**src/common/mftd_defs.svh**
```systemverilog
// register offsets, field positions, reset values and timing counts of the totalizer/dio core
`ifndef MFTD_DEFS_SVH
`define MFTD_DEFS_SVH

`define MFTD_ADDR_W 6
`define MFTD_OFF_CTRL 6'h00
`define MFTD_OFF_COUNT 6'h04
`define MFTD_OFF_SNAP_COUNT 6'h08
`define MFTD_OFF_PORT_IN 6'h0C
`define MFTD_OFF_SNAP_PORT 6'h10
`define MFTD_OFF_PORT_OUT 6'h14
`define MFTD_OFF_ALM_CFG 6'h18
`define MFTD_OFF_DAC0 6'h1C
`define MFTD_OFF_DAC1 6'h20
`define MFTD_OFF_IRQ_STAT 6'h24
`define MFTD_OFF_IRQ_EN 6'h28
`define MFTD_OFF_IRQ_CLR 6'h2C

// ctrl fields
`define MFTD_CTRL_FALL 0
`define MFTD_CTRL_JOIN 1
`define MFTD_CTRL_CLEAR 2
`define MFTD_CTRL_SCAN 3
`define MFTD_CTRL_MODE0 4
`define MFTD_CTRL_MODE1 5
`define MFTD_CTRL_AEN0 6
`define MFTD_CTRL_AEN1 7
`define MFTD_CTRL_OE0 8
`define MFTD_CTRL_OE1 9
`define MFTD_CTRL_W 10
`define MFTD_CTRL_RST 10'h000

// irq status fields
`define MFTD_IRQ_ALM0 0
`define MFTD_IRQ_ALM1 1
`define MFTD_IRQ_WRAP 2
`define MFTD_IRQ_SCAN 3
`define MFTD_IRQ_W 4

`define MFTD_PORT_OUT_RST 16'hFFFF
`define MFTD_ALM_CFG_RST 32'h0000_0000
`define MFTD_DAC_RST 16'h0000

// fastest documented pulse rate and the clock period it is sampled with
`define MFTD_CLK_PERIOD_NS 4
`define MFTD_PULSE_PERIOD_NS 10000
`define MFTD_PULSE_CYCLES (`MFTD_PULSE_PERIOD_NS / `MFTD_CLK_PERIOD_NS)
`define MFTD_SYNC_STAGES 2

`endif

```
**src/common/mftd_pkg.sv**
```systemverilog
// types shared by the totalizer/dio core
package mftd_pkg;

	typedef enum logic [0:0] {
		MFTD_ALM_MATCH = 1'b0,
		MFTD_ALM_CHANGE = 1'b1
	} mftd_alm_mode_t;

	typedef enum logic [0:0] {
		MFTD_EDGE_RISE = 1'b0,
		MFTD_EDGE_FALL = 1'b1
	} mftd_edge_t;

endpackage : mftd_pkg

```
**src/design/mftd_sync.sv**
```systemverilog
// two-stage synchroniser for a bundle of asynchronous inputs
`timescale 1ns/100ps
module mftd_sync #(
	parameter int W = 1
) (
	input wire logic clk,
	input wire logic rst,
	input wire logic [W-1:0] d,
	output logic [W-1:0] q
);

	logic [W-1:0] meta_q;

	always_ff @(posedge clk or posedge rst) begin
		if (rst) begin
			meta_q <= '0;
			q <= '0;
		end else begin
			meta_q <= d;
			q <= meta_q;
		end
	end

endmodule : mftd_sync

```
**src/design/mftd_top.sv**
```systemverilog
// totalizer, two 8-bit digital ports with alarms, and dac setpoints behind an avalon-mm slave
`timescale 1ns/100ps
`include "mftd_defs.svh"

// Summary of operation
// - A 26-bit accumulator counts pulse edges, fast enough for 100 kHz input without losing any.
// - A control bit chooses whether the rising or the falling pulse edge is counted.
// - From its maximum of 67,108,863 the accumulator wraps to zero on the next counted edge.
// - The active-high gate permits counting when high and blocks it when low.
// - The active-low gate permits counting when low and blocks it when high.
// - An edge is counted only while both gates permit it, otherwise it is dropped.
// - An unconnected gate is pulled to its permitting level, so no gate wiring means counting always.
// - The count can be read live or taken as a snapshot by a scan step.
// - Both 8-bit ports can be read live or captured by a scan step.
// - A pattern match or a change on a port raises an alarm whether or not it is scanned.
// - An open pulled-up input reads 1 and a grounded input reads 0.
// - Each port drives a programmed pattern, and both ports can act as one 16-bit word.
// - Each of two dac channels holds a 16-bit setpoint in 1 mV steps over -12 V to +12 V.
module mftd_top #(
	parameter int CNT_W = 26,
	parameter int PORT_W = 8,
	parameter int DAC_W = 16
) (
	input wire logic clk,
	input wire logic rst,
	// avalon-mm slave
	input wire logic [`MFTD_ADDR_W-1:0] address,
	input wire logic read,
	input wire logic write,
	input wire logic [3:0] byteenable,
	input wire logic [31:0] writedata,
	output logic [31:0] readdata,
	output logic waitrequest,
	// totalizer pins
	input wire logic pulse_in,
	input wire logic gate_hi_in,
	input wire logic gate_lo_n_in,
	// digital ports: port 0 in bits 7:0, port 1 in bits 15:8
	input wire logic [2*PORT_W-1:0] dio_i,
	output logic [2*PORT_W-1:0] dio_o,
	output logic [2*PORT_W-1:0] dio_oe,
	// dac setpoints
	output logic [DAC_W-1:0] dac0_code,
	output logic [DAC_W-1:0] dac1_code,
	output logic irq
);

	localparam int PW2 = 2 * PORT_W;
	localparam int SW = PW2 + 3;
	localparam logic [CNT_W-1:0] CNT_MAX = {CNT_W{1'b1}};

	// masked pattern compare, used for both ports
	function automatic logic pat_match(input logic [PORT_W-1:0] val, input logic [PORT_W-1:0] pat,
		input logic [PORT_W-1:0] msk);
		pat_match = ((val ^ pat) & msk) == '0;
	endfunction : pat_match

	// ---------------- input synchronisation ----------------
	logic [SW-1:0] sync_q;
	mftd_sync #(.W(SW)) u_sync (
		.clk(clk),
		.rst(rst),
		.d({gate_lo_n_in, gate_hi_in, pulse_in, dio_i}),
		.q(sync_q)
	);

	wire [PW2-1:0] port_s = sync_q[PW2-1:0];
	wire pulse_s = sync_q[PW2];
	wire gate_hi_s = sync_q[PW2+1];
	wire gate_lo_n_s = sync_q[PW2+2];

	// ---------------- registers ----------------
	logic [`MFTD_CTRL_W-1:0] ctrl_q;
	logic [CNT_W-1:0] cnt_q;
	logic [CNT_W-1:0] snap_cnt_q;
	logic [PW2-1:0] snap_port_q;
	logic [PW2-1:0] out_q;
	logic [31:0] alm_cfg_q;
	logic [DAC_W-1:0] dac0_q;
	logic [DAC_W-1:0] dac1_q;
	logic [`MFTD_IRQ_W-1:0] stat_q;
	logic [`MFTD_IRQ_W-1:0] irq_en_q;
	logic [`MFTD_IRQ_W-1:0] stat_d;
	logic [31:0] rdata_q;
	logic wait_q;
	logic irq_q;
	logic pulse_prev_q;
	logic [PW2-1:0] port_prev_q;
	logic [1:0] match_prev_q;
	logic clear_q;
	logic scan_q;

	// ---------------- bus decode ----------------
	// one wait cycle: waitrequest drops for the cycle after a request is seen
	wire req = read | write;
	wire wr_en = write & ~wait_q;
	wire [`MFTD_ADDR_W-1:0] word_addr = {address[`MFTD_ADDR_W-1:2], 2'b00};
	wire sel_ctrl = word_addr == `MFTD_OFF_CTRL;
	wire sel_cnt = word_addr == `MFTD_OFF_COUNT;
	wire sel_snap_cnt = word_addr == `MFTD_OFF_SNAP_COUNT;
	wire sel_port_in = word_addr == `MFTD_OFF_PORT_IN;
	wire sel_snap_port = word_addr == `MFTD_OFF_SNAP_PORT;
	wire sel_port_out = word_addr == `MFTD_OFF_PORT_OUT;
	wire sel_alm = word_addr == `MFTD_OFF_ALM_CFG;
	wire sel_dac0 = word_addr == `MFTD_OFF_DAC0;
	wire sel_dac1 = word_addr == `MFTD_OFF_DAC1;
	wire sel_stat = word_addr == `MFTD_OFF_IRQ_STAT;
	wire sel_en = word_addr == `MFTD_OFF_IRQ_EN;
	wire sel_clr = word_addr == `MFTD_OFF_IRQ_CLR;

	wire [31:0] be_mask = {{8{byteenable[3]}}, {8{byteenable[2]}}, {8{byteenable[1]}}, {8{byteenable[0]}}};
	wire [31:0] wmask = wr_en ? be_mask : 32'h0000_0000;

	function automatic logic [31:0] merge(input logic [31:0] old, input logic [31:0] nw, input logic [31:0] m);
		merge = (old & ~m) | (nw & m);
	endfunction : merge

	wire [31:0] ctrl_ext = {{(32 - `MFTD_CTRL_W){1'b0}}, ctrl_q};
	wire [31:0] ctrl_wr = merge(ctrl_ext, writedata, sel_ctrl ? wmask : 32'h0000_0000);
	wire clear_wr = wr_en & sel_ctrl & byteenable[0] & writedata[`MFTD_CTRL_CLEAR];
	wire scan_wr = wr_en & sel_ctrl & byteenable[0] & writedata[`MFTD_CTRL_SCAN];

	// joined mode writes both ports as one word when any low lane is enabled
	wire join16 = ctrl_q[`MFTD_CTRL_JOIN];
	wire [1:0] out_lane = join16 ? {2{|byteenable[1:0]}} : byteenable[1:0];
	wire [PW2-1:0] out_m = (wr_en & sel_port_out) ? {{PORT_W{out_lane[1]}}, {PORT_W{out_lane[0]}}} : '0;
	wire [PW2-1:0] out_d = (out_q & ~out_m) | (writedata[PW2-1:0] & out_m);

	wire [31:0] alm_d = merge(alm_cfg_q, writedata, sel_alm ? wmask : 32'h0000_0000);
	wire [31:0] dac0_ext = {{(32 - DAC_W){1'b0}}, dac0_q};
	wire [31:0] dac1_ext = {{(32 - DAC_W){1'b0}}, dac1_q};
	wire [31:0] dac0_d = merge(dac0_ext, writedata, sel_dac0 ? wmask : 32'h0000_0000);
	wire [31:0] dac1_d = merge(dac1_ext, writedata, sel_dac1 ? wmask : 32'h0000_0000);
	wire [`MFTD_IRQ_W-1:0] en_d = (wr_en & sel_en & byteenable[0]) ? writedata[`MFTD_IRQ_W-1:0] : irq_en_q;
	wire [`MFTD_IRQ_W-1:0] clr_m = (wr_en & sel_clr & byteenable[0]) ? writedata[`MFTD_IRQ_W-1:0] : '0;

	// ---------------- totalizer ----------------
	wire fall_sel = ctrl_q[`MFTD_CTRL_FALL];
	wire edge_rise = pulse_s & ~pulse_prev_q;
	wire edge_fall = ~pulse_s & pulse_prev_q;
	wire edge_hit = (fall_sel == mftd_pkg::MFTD_EDGE_FALL) ? edge_fall : edge_rise;
	// pins are pulled to the permitting level when open
	wire gate_ok = gate_hi_s & ~gate_lo_n_s;
	wire cnt_inc = edge_hit & gate_ok;
	wire cnt_wrap = cnt_inc & (cnt_q == CNT_MAX);
	wire [CNT_W-1:0] cnt_next = cnt_wrap ? '0 : cnt_q + CNT_W'(1);
	// a clear keeps an edge that lands in the same cycle
	wire [CNT_W-1:0] cnt_d = clear_q ? (cnt_inc ? CNT_W'(1) : '0) : (cnt_inc ? cnt_next : cnt_q);

	// scan step: capture the count and both ports in the same cycle
	wire [CNT_W-1:0] snap_cnt_d = scan_q ? cnt_q : snap_cnt_q;
	wire [PW2-1:0] snap_port_d = scan_q ? port_s : snap_port_q;

	// ---------------- alarms ----------------
	wire [PORT_W-1:0] pat0 = alm_cfg_q[PORT_W-1:0];
	wire [PORT_W-1:0] msk0 = alm_cfg_q[2*PORT_W-1:PORT_W];
	wire [PORT_W-1:0] pat1 = alm_cfg_q[3*PORT_W-1:2*PORT_W];
	wire [PORT_W-1:0] msk1 = alm_cfg_q[4*PORT_W-1:3*PORT_W];
	wire [1:0] match_now = {pat_match(port_s[PW2-1:PORT_W], pat1, msk1), pat_match(port_s[PORT_W-1:0], pat0, msk0)};
	wire [1:0] match_new = match_now & ~match_prev_q;
	wire chg0 = |((port_s[PORT_W-1:0] ^ port_prev_q[PORT_W-1:0]) & msk0);
	wire chg1 = |((port_s[PW2-1:PORT_W] ^ port_prev_q[PW2-1:PORT_W]) & msk1);
	wire mode0 = ctrl_q[`MFTD_CTRL_MODE0];
	wire mode1 = ctrl_q[`MFTD_CTRL_MODE1];
	wire ev_alm0 = ctrl_q[`MFTD_CTRL_AEN0] & ((mode0 == mftd_pkg::MFTD_ALM_CHANGE) ? chg0 : match_new[0]);
	wire ev_alm1 = ctrl_q[`MFTD_CTRL_AEN1] & ((mode1 == mftd_pkg::MFTD_ALM_CHANGE) ? chg1 : match_new[1]);

	// ---------------- interrupt status ----------------
	wire [`MFTD_IRQ_W-1:0] events = {scan_q, cnt_wrap, ev_alm1, ev_alm0};
	always_comb begin
		stat_d = (stat_q & ~clr_m) | events;
	end

	// ---------------- read mux ----------------
	wire [31:0] rd_mux =
		sel_ctrl ? ctrl_ext :
		sel_cnt ? {{(32 - CNT_W){1'b0}}, cnt_q} :
		sel_snap_cnt ? {{(32 - CNT_W){1'b0}}, snap_cnt_q} :
		sel_port_in ? {{(32 - PW2){1'b0}}, port_s} :
		sel_snap_port ? {{(32 - PW2){1'b0}}, snap_port_q} :
		sel_port_out ? {{(32 - PW2){1'b0}}, out_q} :
		sel_alm ? alm_cfg_q :
		sel_dac0 ? dac0_ext :
		sel_dac1 ? dac1_ext :
		sel_stat ? {{(32 - `MFTD_IRQ_W){1'b0}}, stat_q} :
		sel_en ? {{(32 - `MFTD_IRQ_W){1'b0}}, irq_en_q} :
		32'h0000_0000;

	// ---------------- flip-flops ----------------
	always_ff @(posedge clk or posedge rst) begin
		if (rst) begin
			wait_q <= 1'b1;
			rdata_q <= 32'h0000_0000;
		end else begin
			wait_q <= ~(req & wait_q);
			if (req & wait_q) begin
				rdata_q <= read ? rd_mux : 32'h0000_0000;
			end
		end
	end

	always_ff @(posedge clk or posedge rst) begin
		if (rst) begin
			ctrl_q <= `MFTD_CTRL_RST;
			clear_q <= 1'b0;
			scan_q <= 1'b0;
		end else begin
			// clear and scan bits are self-clearing strobes
			ctrl_q <= ctrl_wr[`MFTD_CTRL_W-1:0] & ~(`MFTD_CTRL_W'(1) << `MFTD_CTRL_CLEAR)
				& ~(`MFTD_CTRL_W'(1) << `MFTD_CTRL_SCAN);
			clear_q <= clear_wr;
			scan_q <= scan_wr;
		end
	end

	always_ff @(posedge clk or posedge rst) begin
		if (rst) begin
			cnt_q <= '0;
			pulse_prev_q <= 1'b0;
			snap_cnt_q <= '0;
			snap_port_q <= '0;
		end else begin
			cnt_q <= cnt_d;
			pulse_prev_q <= pulse_s;
			snap_cnt_q <= snap_cnt_d;
			snap_port_q <= snap_port_d;
		end
	end

	// previous-value flops are seeded from the live port after reset to avoid a false change
	logic armed_q;
	always_ff @(posedge clk or posedge rst) begin
		if (rst) begin
			armed_q <= 1'b0;
			port_prev_q <= '0;
			match_prev_q <= 2'b11;
		end else begin
			armed_q <= 1'b1;
			port_prev_q <= port_s;
			match_prev_q <= armed_q ? match_now : 2'b11;
		end
	end

	always_ff @(posedge clk or posedge rst) begin
		if (rst) begin
			out_q <= `MFTD_PORT_OUT_RST;
			alm_cfg_q <= `MFTD_ALM_CFG_RST;
			dac0_q <= `MFTD_DAC_RST;
			dac1_q <= `MFTD_DAC_RST;
		end else begin
			out_q <= out_d;
			alm_cfg_q <= alm_d;
			dac0_q <= dac0_d[DAC_W-1:0];
			dac1_q <= dac1_d[DAC_W-1:0];
		end
	end

	always_ff @(posedge clk or posedge rst) begin
		if (rst) begin
			stat_q <= '0;
			irq_en_q <= '0;
			irq_q <= 1'b0;
		end else begin
			stat_q <= armed_q ? stat_d : '0;
			irq_en_q <= en_d;
			irq_q <= |((armed_q ? stat_d : '0) & en_d);
		end
	end

	// pin drivers: output enable follows the per-port direction bit
	logic [PW2-1:0] dio_o_q;
	logic [PW2-1:0] dio_oe_q;
	always_ff @(posedge clk or posedge rst) begin
		if (rst) begin
			dio_o_q <= `MFTD_PORT_OUT_RST;
			dio_oe_q <= '0;
		end else begin
			dio_o_q <= out_d;
			dio_oe_q <= {{PORT_W{ctrl_wr[`MFTD_CTRL_OE1]}}, {PORT_W{ctrl_wr[`MFTD_CTRL_OE0]}}};
		end
	end

	assign readdata = rdata_q;
	assign waitrequest = wait_q;
	assign dio_o = dio_o_q;
	assign dio_oe = dio_oe_q;
	assign dac0_code = dac0_q;
	assign dac1_code = dac1_q;
	assign irq = irq_q;

endmodule : mftd_top

```
**config.mk**
```make
export PLATFORM = sky130hd
export DESIGN_NAME = mftd_top
export DESIGN_NICKNAME = d
export VERILOG_FILES = /design/src/common/mftd_pkg.sv /design/src/design/mftd_sync.sv /design/src/design/mftd_top.sv
export VERILOG_INCLUDE_DIRS = /design/src /design/src/common
export SDC_FILE = /design/constraint.sdc
export NUM_CORES = 1
export LEC_CHECK = 0
export ABC_AREA = 1
export BUFFER_PORTS_ARGS = -buffer_cell sky130_fd_sc_hd__buf_4
export CORE_MARGIN = 1.5
export CORE_UTILIZATION = 25
export CTS_CLUSTER_DIAMETER = 100
export DETAILED_ROUTE_END_ITERATION = 10
export MAX_ROUTING_LAYER = met4
export PLACE_DENSITY = 0.43
export SLEW_MARGIN = 20
export SYNTH_ARGS = -nofsm -noshare
export SYNTH_HDL_FRONTEND = slang
export SYNTH_SLANG_ARGS = --single-unit
```
**constraint.sdc**
```tcl
create_clock -name clk -period 9.5 [get_ports clk]
set_clock_uncertainty 0.1 [all_clocks]
set_input_delay 0.475 -clock clk [delete_from_list [all_inputs] [get_ports clk]]
set_output_delay 0.475 -clock clk [all_outputs]
set_load 0.05 [all_outputs]
```
==> summary.txt, run 1 <==
Job
  – Max-cap viol count: 0

Timing
  – Slew margin rel.: 0.312
  – Setup tns final: 0 ns
  – Final worst-path cycle share: 0.330
  – Hold Fails Final Rpt: 0
  – Setup ws final: 6.37 ns
  – Final Max Slew Viols: 0
  – RSZ-0062 raised after global routing: false
  – Tmin final: approximately 3.1 ns
  – Worst-Margin Slew: ~1.0 ns
  – FMAX: between 300 and 400 MHz
  – Final setup fails: 0

CTS
  – CTS Buffer Depth: 3
  – Post-CTS sizing: 0
  – CTS tree: built
  – # clock sinks: about 260
  – CTS H-tree lvls: 1
  – Worst-skew pair later-pin latency: 0.57 ns
  – Post-CTS Setup Bufs: 0
  – Clk slew on worst S/H paths: 0.06 ns
  – Root Driver: clkbuf_16
  – CTS Buf Count: 30

Synthesis
  – Post-synth EDFFs: 0
  – Synth area leader: dfrtp_1
  – Cell count after synthesis: approximately 1400
  – Adder-cell share of the synthesized area: 0.00107
  – Yosys warnings: 0
  – Post-synth ARST share: 1.00
  – #FFs+latches synth: between 200 and 300
  – Sequential fraction of the synthesis area: 0.554
  – Post-synthesis net count: 1465
  – Synth unique cells: 39
  – Main synth FF type: dfrtp_1
  – Simple-gate share of the synthesized area: 0.232
  – Dominant cell by count in the synthesized netlist: nand2_1
  – Mapped Area: around 0.012 mm2
  – Syn_area_per_cell: ~8.4 um2
  – Commonest cells in the netlist: nand2_1 (436), dfrtp_1 (239), o21ai_0 (169)
  – Post-synthesis mux area share: 0.00577
  – Synth Area in Compound Gates: 0.119
  – Dominant cells by area after synthesis: dfrtp_1 (51%), nand2_1 (14%), o21ai_0 (7.2%), inv_1 (4.6%), dfstp_2 (4.3%)
  – Yosys top cell area share: 0.511
  – XOR/XNOR Fraction of Synth Area: 0.0120
  – Largest family of logic cells by synthesized area: simple AND/OR/NAND/NOR gates

Critical path
  – Worst setup path category: register to register
  – Slowest CP cell: nor2_1
  – Slowest stage delay, CP: 0.96 ns
  – Critical Path, Cell by Cell: inv_1 > a21oi_1 > nand2_1 > nor2_1 > inv_1 > a21oi_1 > nand2_1 > nand2_1
  – Worst Setup SP: waitrequest
  – Reg2Reg Depth: 8
  – Critical R2R Launch: waitrequest
  – Arrival time worst endpoint: approximately 3.5 ns
  – FF-to-FF setup slack: 6.37 ns
  – Crit. End Element: register
  – Worst R2R End: readdata[10]
  – Most used cell, CP: nand2_1
  – Required @ worst endpoint: 9.91 ns
  – Crit path capture: readdata[10]
  – CP Max Fanout: 15
  – Type of origin of the critical path: register

Hold path
  – WHS Path Cells: 3
  – Worst min-delay path class: input port to register

Status
  – Status: finished, final reports clean

Floorplan
  – Core Area: 0.0464 mm2
  – Full die area: ~0.048 mm2
  – Cell Rows: 79
  – Initial Utilization: 0.253
  – Die Ht: between 200 and 250 um
  – Die width: approximately 220 um
  – I/O pin count: about 160

Routing
  – Drt first pass iters: 4
  – Final wirelength: between 30 and 40 mm
  – Antenna viol nets, final: 0
  – WL/cell: around 18 um
  – Initial DRC Count: ~680
  – DR DRC count: 0
  – DR vias: just under 10000
  – Drt via density: around 4.5

Final layout
  – Ant diodes: 0
  – Final nets: ~1600
  – Layout area overhead: 24.8%
  – Layout cells sized above 1: 0.176
  – Layout fillers: about 4900

Power
  – Peak VDD IR: around 0.13 mV
  – Power per cell area: a little over 200 mW/mm2
  – Leak: approximately 7.0 nW

Global route
  – Largest net degree at the start of global routing: between 100 and 150
  – GRT Overall Usage: 0.170
  – Vias in the first global route: 9745
  – First-pass GRT wire length: ~60 mm
  – Initial antenna violation count: 1
  – Total gr overflow: 0

Placement
  – Post-DP HPWL: 28.1 mm
  – Port Buffers: 160
  – RD Place Congestion: ~0.82
  – Setup WS pre-CTS: 5.63 ns
## cell type report
cell class	count	area [um2]	share of cell area
tap	607	759	0.0520
clock inverter	4	95.1	0.00651
inverter	152	578	0.0396
clock buffer	52	905	0.0619
sequential	258	6480	0.444
multi-input combinational	929	4340	0.297
timing repair buffer	187	1460	0.0998
## cell usage in the layout (no fill, tap or decap), drive strengths merged, types with 2 or more instances in the layout
cell / n
nand3: 69
dfrtp: 239
dlygate4sd3: 20
clkbuf: 52
o22ai: 12
o211ai: 5
clkinv: 2
nor4: 2
buf: 167
a221oi: 14
o31ai: 2
nand2: 440
xnor2: 3
inv: 151
mux2: 6
nor2: 82
a21oi: 50
xor2: 13
nor3: 19
bufinv: 3
o2111ai: 3
o21ai: 172
nand4: 20
or2: 13
dfstp: 19
## per-stage QoR
stage          utilization  area, um2  instances  hold slack [ns]  power (W)
2_1_floorplan            -      11700       1399            0.231    0.00164
5_1_grt              0.315      14600       2189           0.0311    0.00312
3_5_place_dp         0.289      13400       2113            0.235    0.00183
6_report             0.315      14600       2189           0.0395    0.00299
3_3_place_gp         0.289      13400       2113            0.237    0.00182
4_1_cts              0.315      14600       2189           0.0201    0.00303
## critical path: cells and delay by family, from the launching register on
family	cells	cell delay [ns]
AND/OR/NAND/NOR	4	1.72
buffers and inverters	2	0.34
flip-flops	1	0.53
AO/OA/AOI/OAI	2	0.38
## layer usage
| metal | GRT usage | vias to the layer above | routed length, um |
|---|---|---|---|
| met3 | 0.0241 | 46 | 1810 |
| met5 | - | - | 0 |
| met2 | 0.263 | 235 | 18000 |
| met1 | 0.236 | 4658 | 19000 |
| li1 | - | 4829 | - |
| met4 | 0.0368 | 0 | 780 |
## repair_timing
item                                   4_1_cts  5_1_grt
hold buffers                                20        0
endpoints found under the hold margin       26        0
setup endpoints to repair                    0        0
## worst min-delay path by stage
stage                                start     endpoint  slack [ns]
after global placement    u_sync.meta_q[2]  u_sync.q[2]        0.24
after global routing         writedata[31]     register        0.03
after floorplan           u_sync.meta_q[0]  u_sync.q[0]        0.23
after CTS                     writedata[9]     register        0.02
final                         writedata[9]     register        0.04
after detailed placement  u_sync.meta_q[1]  u_sync.q[1]        0.23
## report_power, final
part	switching [W]	total (W)	internal [W]	leakage, nW
combinational	0.000363	0.000516	0.000154	3.21
clock	0.000467	0.00119	0.000720	0.483
sequential	0.0000922	0.00129	0.00120	3.30
total	0.000921	0.00299	0.00207	7.00
## kinds of logic after synthesis
family                     Yosys count
buffers and inverters              212
muxes                                6
AOI/OAI and AO/OA                  258
xor gates and xnor gates            16
other                                1
and+or+nand+nor                    647
DFF                                258
adders and majority gates            1
No activity file was read; power rests on OpenSTA's default activity.
==> run 2, diff against run 1 <==
Settings changed: ABC_AREA 1 to 0, PLACE_DENSITY 0.43 to 0.45.
Clock period 9.5 ns to 2.6 ns, I/O delays scaled along.
==> run 2 against run 1 <==
Flip-flop and latch count stayed put. Fmax is 42% higher. Register-to-register slack lost 6.0 ns. Critical path type unchanged. Highest routed layer unchanged.
==> summary.txt, run 2 <==
Timing
  – Final setup fails: 0 (unchanged)
  – Final Max Slew Viols: 0 (unchanged)
  – RSZ-0062 raised after global routing: false
  – Hold Fails Final Rpt: 0 (unchanged)
  – Worst-Margin Slew: 0.793 ns (-0.236 ns)
  – Tmin final: 2.20 ns (-0.934 ns)
  – Final worst-path cycle share: 0.845 (+0.515)
  – FMAX: 455 MHz (+42%)
  – Slew margin rel.: 0.471 (+0.158)
  – Hold Slack: 0.0356 ns (-0.00398 ns)

Synthesis
  – Post-synth ARST share: 1.00 (unchanged)
  – Yosys warnings: 0 (unchanged)
  – Commonest cells in the netlist: dfrtp_1 (239), mux2_2 (127), nand2_1 (86)
  – Dominant cell by count in the synthesized netlist: dfrtp_1
  – Sequential fraction of the synthesis area: 0.557 (+0.00321)
  – Synth area leader: dfrtp_1
  – Syn_area_per_cell: 12.1 um2 (+44%)
  – Dominant cells by area after synthesis: dfrtp_1 (51%), mux2_2 (12%), dfstp_2 (4.3%), xor2_1 (3.7%), nand2_1 (2.8%)
  – Synth unique cells: 73 (+87%)
  – #FFs+latches synth: 258 (unchanged)
  – Yosys top cell area share: 0.514 (+0.00297)
  – Main synth FF type: dfrtp_1
  – Post-synth EDFFs: 0 (unchanged)
  – Cell count after synthesis: 964 (-31%)
  – Mapped Area: 0.0116 mm2 (-0.58%)
  – Post-synthesis net count: 1030 (-30%)

Power
  – Clock power share: 0.404 (+0.007)
  – Peak VDD IR: 0.440 mV (+240%)
  – Logic pwr share: 0.181 (+0.009)
  – Switching power: 0.00343 W (+270%)
  – Cell Int Power: 0.00799 W (+290%)
  – Leak: 7.13 nW (+1.9%)
  – Net Sw Frac: 0.300 (-0.00737)
  – Reg power frac: 0.416 (-0.015)
  – Power per cell area: 744 mW/mm2 (+260%)

Critical path
  – Worst setup path category: register to register
  – Required @ worst endpoint: 2.94 ns (-6.97 ns)
  – CP Max Fanout: 9 (-6)
  – Type of origin of the critical path: register
  – Crit. End Element: register
  – Arrival time worst endpoint: 2.54 ns (-1.00 ns)

Placement
  – RD Place Congestion: 0.840 (+2.0%)
  – Port Buffers: 160 (unchanged)
  – Post-DP HPWL: 28.0 mm (about the same)

CTS
  – CTS tree: built
  – Root Driver: clkbuf_16
  – # clock sinks: 258 (unchanged)
  – Worst-skew pair later-pin latency: 0.56 ns (about the same)
  – CTS H-tree lvls: 1 (unchanged)
  – Post-CTS sizing: 0 (unchanged)
  – CTS Buf Count: 30 (unchanged)
  – Post-CTS Setup Bufs: 0 (unchanged)
  – CTS Buffer Depth: 3 (unchanged)
  – Clk slew on worst S/H paths: 0.07 ns (about the same)

Global route
  – GRT Overall Usage: 0.165 (-0.00539)
  – Total gr overflow: 0 (unchanged)
  – Largest net degree at the start of global routing: 70 (-37%)
  – First-pass GRT wire length: 57.2 mm (-5.0%)
  – Vias in the first global route: 8721 (-11%)
  – Initial antenna violation count: 1 (unchanged)

Floorplan
  – Core Area: 0.0457 mm2 (-1.5%)
  – Die Ht: 219 um (-0.28%)
  – I/O pin count: 163 (unchanged)
  – Cell Rows: 78 (-1.3%)
  – Die width: 219 um (-0.28%)
  – Full die area: 0.0479 mm2 (-0.57%)
  – Initial Utilization: 0.255 (+0.00230)

Routing
  – Initial DRC Count: 531 (-22%)
  – WL/cell: 21.0 um (+16%)
  – Drt via density: 4.69 (+5.1%)
  – DR vias: 8562 (-12%)
  – Antenna viol nets, final: 0 (unchanged)
  – Final wirelength: 38.4 mm (-2.9%)
  – DR DRC count: 0 (unchanged)
  – Drt first pass iters: 5 (+1)

Hold path
  – Worst min-delay path class: input port to register

Final layout
  – Most frequent cells in the layout: dfrtp_1 (239), buf_4 (201), mux2_2 (127)
  – Final nets: 1267 (-22%)
  – Layout cells sized above 1: 0.359 (+0.182)
  – Layout area overhead: 31.9%
  – Final Core Density: 0.336 (+0.0210)
  – Commonest non-fill, non-tap cell in the layout: dfrtp_1

Job
  – Max-cap viol count: 0 (unchanged)

Status
  – Status: finished, final reports clean
-- run 2: final cells by class --
type | count | area [um2]
sequential | 258 | 6480
clock inverter | 17 | 234
antenna | 1 | 2.50
fill | 4635 | 30300
inverter | 10 | 41.3
tap | 600 | 751
timing repair buffer | 263 | 2190
multi-input combinational | 638 | 4790
clock buffer | 38 | 862
-- run 2: per-layer routing --
layer	GRT usage	routed length [um]
met4	0.0379	827
met2	0.255	18000
met5	-	0
met1	0.223	17600
met3	0.0292	1950
-- run 2: final timing paths --
check | to | slack [ns] | startpoint | depth (start not counted)
min in group asynchronous | async pin | 0.11 | rst | 3
min reg2reg | u_sync.q[11] | 0.25 | u_sync.meta_q[11] | 0
min | irq_en_q[3] | 0.04 | address[5] | 4
max | irq | 0.40 | register | 6
max in group asynchronous | async pin | 1.48 | rst | 4
max reg2reg | irq | 0.40 | register | 6
-- run 2: repair_timing --
action	in CTS	in global routing
hold buffers	56	0
setup endpoints to repair	0	0
endpoints found under the hold margin	224	0
-- run 2: cells by family after synthesis --
| kind of cell | synth area share |
|---|---|
| AOI/OAI and AO/OA | 0.105 |
| xor gates and xnor gates | 0.0421 |
| adders and majority gates | 0.00107 |
| buffers and inverters | 0.0316 |
| DFF | 0.557 |
| muxes | 0.161 |
| other | 0.000322 |
| and+or+nand+nor | 0.102 |
-- run 2: power groups by stage --
| stage | Combinational [W] | Clock, W | Sequential, W |
|---|---|---|---|
| floorplan | 0.000867 | 0 | 0.00516 |
| global placement | 0.00200 | 0 | 0.00482 |
| detailed placement | 0.00202 | 0 | 0.00482 |
| CTS | 0.00209 | 0.00476 | 0.00476 |
| global route | 0.00220 | 0.00492 | 0.00480 |
| finish | 0.00206 | 0.00461 | 0.00475 |
-- run 2: metrics by stage --
step                setup TNS, ns  std cells  power, W  instance area, um2  setup WS [ns]
global placement                0       1713   0.00682               13700          0.416
global route                    0       1825    0.0119               15400          0.241
detailed placement              0       1713   0.00684               13700          0.416
floorplan                 -244.67        964   0.00603               11600          -1.01
CTS                             0       1824    0.0116               15400          0.398
finish                          0       1825    0.0114               15400          0.403
-- run 2: critical path, stage by stage (launching register included) --
cell,delay (ns)
dfrtp_1,0.45
and3b_1,0.25
o21ai_4,0.37
nor3_2,0.11
nand4_1,0.26
a21boi_1,0.14
a221o_1,0.38
==> run 3, diff against run 2 <==
Settings changed: ABC_AREA 0 to 1, PLACE_DENSITY 0.45 to 0.43.
Clock period 2.6 ns to 2.2 ns, I/O delays scaled along.
==> run 3 against run 2 <==
Critical path depth rose by 2. Total power grew 16%. Cell count is 25% higher. Count of clock-buffer cells in the layout rose by 2. Sequential power increased by 17%. Clock power is 16% higher. Sequential share of layout area shrank 0.65 points. Utilization about the same. Global-route usage increased by 0.95 points. Fmax up 8.4%. Register-to-register slack worse by 0.23 ns. Critical path type unchanged. Highest routed layer unchanged. Die area up 0.57%.
==> summary.txt, run 3 (synthesis gave the netlist of run 1 again) <==
Critical path
  – Critical Path, Cell by Cell: inv_1 > nand2_1 > inv_2 > nand3_1 > buf_6 > nor2_1 > dlygate4sd3_1 > a21oi_1
  – Slowest CP cell: dlygate4sd3_1
  – Worst setup path category: register to register
  – CP bufs+invs: 4 (+4)
  – Critical R2R Launch: waitrequest
  – CP Max Fanout: 16 (+7)
  – Arrival time worst endpoint: 2.43 ns (-0.11 ns)
  – Type of origin of the critical path: register
  – Reg2Reg Depth: 8 (+2)
  – Required @ worst endpoint: 2.61 ns (-0.33 ns)
  – Delay-heaviest family, CP: buffers and inverters
  – Slowest stage delay, CP: 0.56 ns (+0.11 ns)
  – Crit. End Element: register
  – FF-to-FF setup slack: 0.17 ns (-0.23 ns)

Routing
  – DR vias: 10300 (+20%)
  – Drt via density: 4.50 (-4.1%)
  – WL/cell: 17.7 um (-16%)
  – Drt first pass iters: 5 (unchanged)
  – Initial DRC Count: 774 (+46%)
  – DR DRC count: 0 (unchanged)
  – Final wirelength: 40.3 mm (+5.0%)
  – Antenna viol nets, final: 0 (unchanged)

Global route
  – Total gr overflow: 0 (unchanged)
  – Largest net degree at the start of global routing: 71 (+1.4%)
  – Vias in the first global route: 10200 (+17%)
  – GRT Overall Usage: 0.174 (+0.00948)
  – First-pass GRT wire length: 62.1 mm (+8.5%)
  – Initial antenna violation count: 0 (-1)

Placement
  – RD Place Congestion: 0.852 (+1.5%)
  – Post-DP HPWL: 29.3 mm (+4.6%)
  – Port Buffers: 160 (unchanged)

CTS
  – Worst-skew pair later-pin latency: 0.59 ns (+0.03 ns)
  – # clock sinks: 258 (unchanged)
  – Root Driver: clkbuf_16
  – CTS Buffer Depth: 3 (unchanged)
  – CTS Buf Count: 31 (+3.3%)
  – CTS H-tree lvls: 1 (unchanged)
  – Clk slew on worst S/H paths: 0.06 ns (about the same)
  – CTS tree: built

Floorplan
  – I/O pin count: 163 (unchanged)
  – Cell Rows: 79 (+1.3%)
  – Full die area: 0.0481 mm2 (+0.57%)
  – Die width: 219 um (+0.29%)
  – Core Area: 0.0464 mm2 (+1.5%)
  – Initial Utilization: 0.253 (-0.00230)
  – Die Ht: 219 um (+0.29%)

Final layout
  – Commonest non-fill, non-tap cell in the layout: nand2_1
  – Layout area overhead: 33.2%
  – Layout cells sized above 1: 0.202 (-0.157)
  – Most frequent cells in the layout: nand2_1 (436), dfrtp_1 (239), buf_4 (204)
  – Layout fillers: 4882 (+5.3%)
  – Ant diodes: 0 (-1)
  – Final nets: 1718 (+36%)

Timing
  – FMAX: 494 MHz (+8.4%)
  – Slew margin rel.: 0.646 (+0.175)
  – Tmin final: 2.03 ns (-0.171 ns)
  – Hold Fails Final Rpt: 0 (unchanged)
  – Final setup fails: 0 (unchanged)
  – Hold Slack: 0.0466 ns (+0.0110 ns)
  – RSZ-0062 raised after global routing: false
  – Final worst-path cycle share: 0.921 (+0.0759)
  – Final Max Slew Viols: 0 (unchanged)
  – Worst-Margin Slew: 0.532 ns (-0.261 ns)

Power
  – Peak VDD IR: 0.561 mV (+27%)
  – Leak: 7.52 nW (+5.4%)
  – Total power: 0.0133 W (+16%)
  – Power per cell area: 851 mW/mm2 (+14%)

Hold path
  – Worst min-delay path class: input port to register
  – WHS Path Cells: 6 (+2)
  – HP Start: byteenable[1]

Job
  – Max-cap viol count: 0 (unchanged)

Status
  – Status: finished, final reports clean
[run 3: cell types whose count changed in the layout (fill, tap and decap cells not counted), moves of 36 or more]
cell	change
nand2_1	+350
nand3_1	+39
o21ai_0	+129
inv_1	+135
xor2_1	-36
mux2_2	-121
[run 3: worst max-delay path by stage]
stage | from | endpoint | depth (start not counted) | slack [ns]
final | waitrequest | register | 8 | 0.17
after floorplan | rst | async pin | 1 | -1.39
after global placement | cnt_q[1] | cnt_q[1] | 11 | 0.19
after CTS | waitrequest | register | 8 | 0.06
after global routing | cnt_q[1] | cnt_q[1] | 11 | 0.008
after detailed placement | cnt_q[1] | cnt_q[1] | 11 | 0.14
[run 3: cell type report]
cell class | count | area [um2] | area share
tap | 607 | 759 | 0.0487
multi-input combinational | 929 | 4360 | 0.280
sequential | 258 | 6480 | 0.415
timing repair buffer | 280 | 2360 | 0.152
clock buffer | 40 | 850 | 0.0545
inverter | 152 | 574 | 0.0368
clock inverter | 18 | 206 | 0.0132
[run 3: timing repair]
item,in CTS,in global routing
resized for setup,0,8
hold buffers,67,0
setup buffers,0,1
hold endpoints to repair,363,0
setup endpoints to repair,0,29
[run 3: report_power, final]
part / switching, W / internal [W] / total [W]
sequential: 0.000387 / 0.00517 / 0.00556
clock: 0.00215 / 0.00319 / 0.00534
combinational: 0.00161 / 0.000767 / 0.00237
[run 3: routing by layer]
metal / up-vias / global-route usage / part of all wire
li1: 5021 / - / -
met1: 4936 / 0.244 / 0.49
met2: 259 / 0.264 / 0.44
met3: 55 / 0.0251 / 0.047
met4: 0 / 0.0409 / 0.022
met5: - / - / 0
[run 3: metrics by stage]
| stage | setup WS [ns] | utilization | std cells | area, um2 | TNS, ns |
|---|---|---|---|---|---|
| finish | 0.174 | 0.336 | 2284 | 15600 | 0 |
| global route | 0.00845 | 0.336 | 2284 | 15600 | 0 |
| CTS | 0.0622 | 0.336 | 2283 | 15600 | 0 |
| detailed placement | 0.139 | 0.298 | 2158 | 13800 | 0 |
| global placement | 0.186 | 0.298 | 2158 | 13800 | 0 |
| floorplan | -1.39 | - | 1399 | 11700 | -342.71 |
[run 3: worst reg2reg max path, delay by kind of cell, from the launching register on]
kind	cells	cell delay, ns
AOI/OAI and AO/OA	1	0.12
buffers and inverters	4	0.89
DFF	1	0.54
and+or+nand+nor	3	0.31
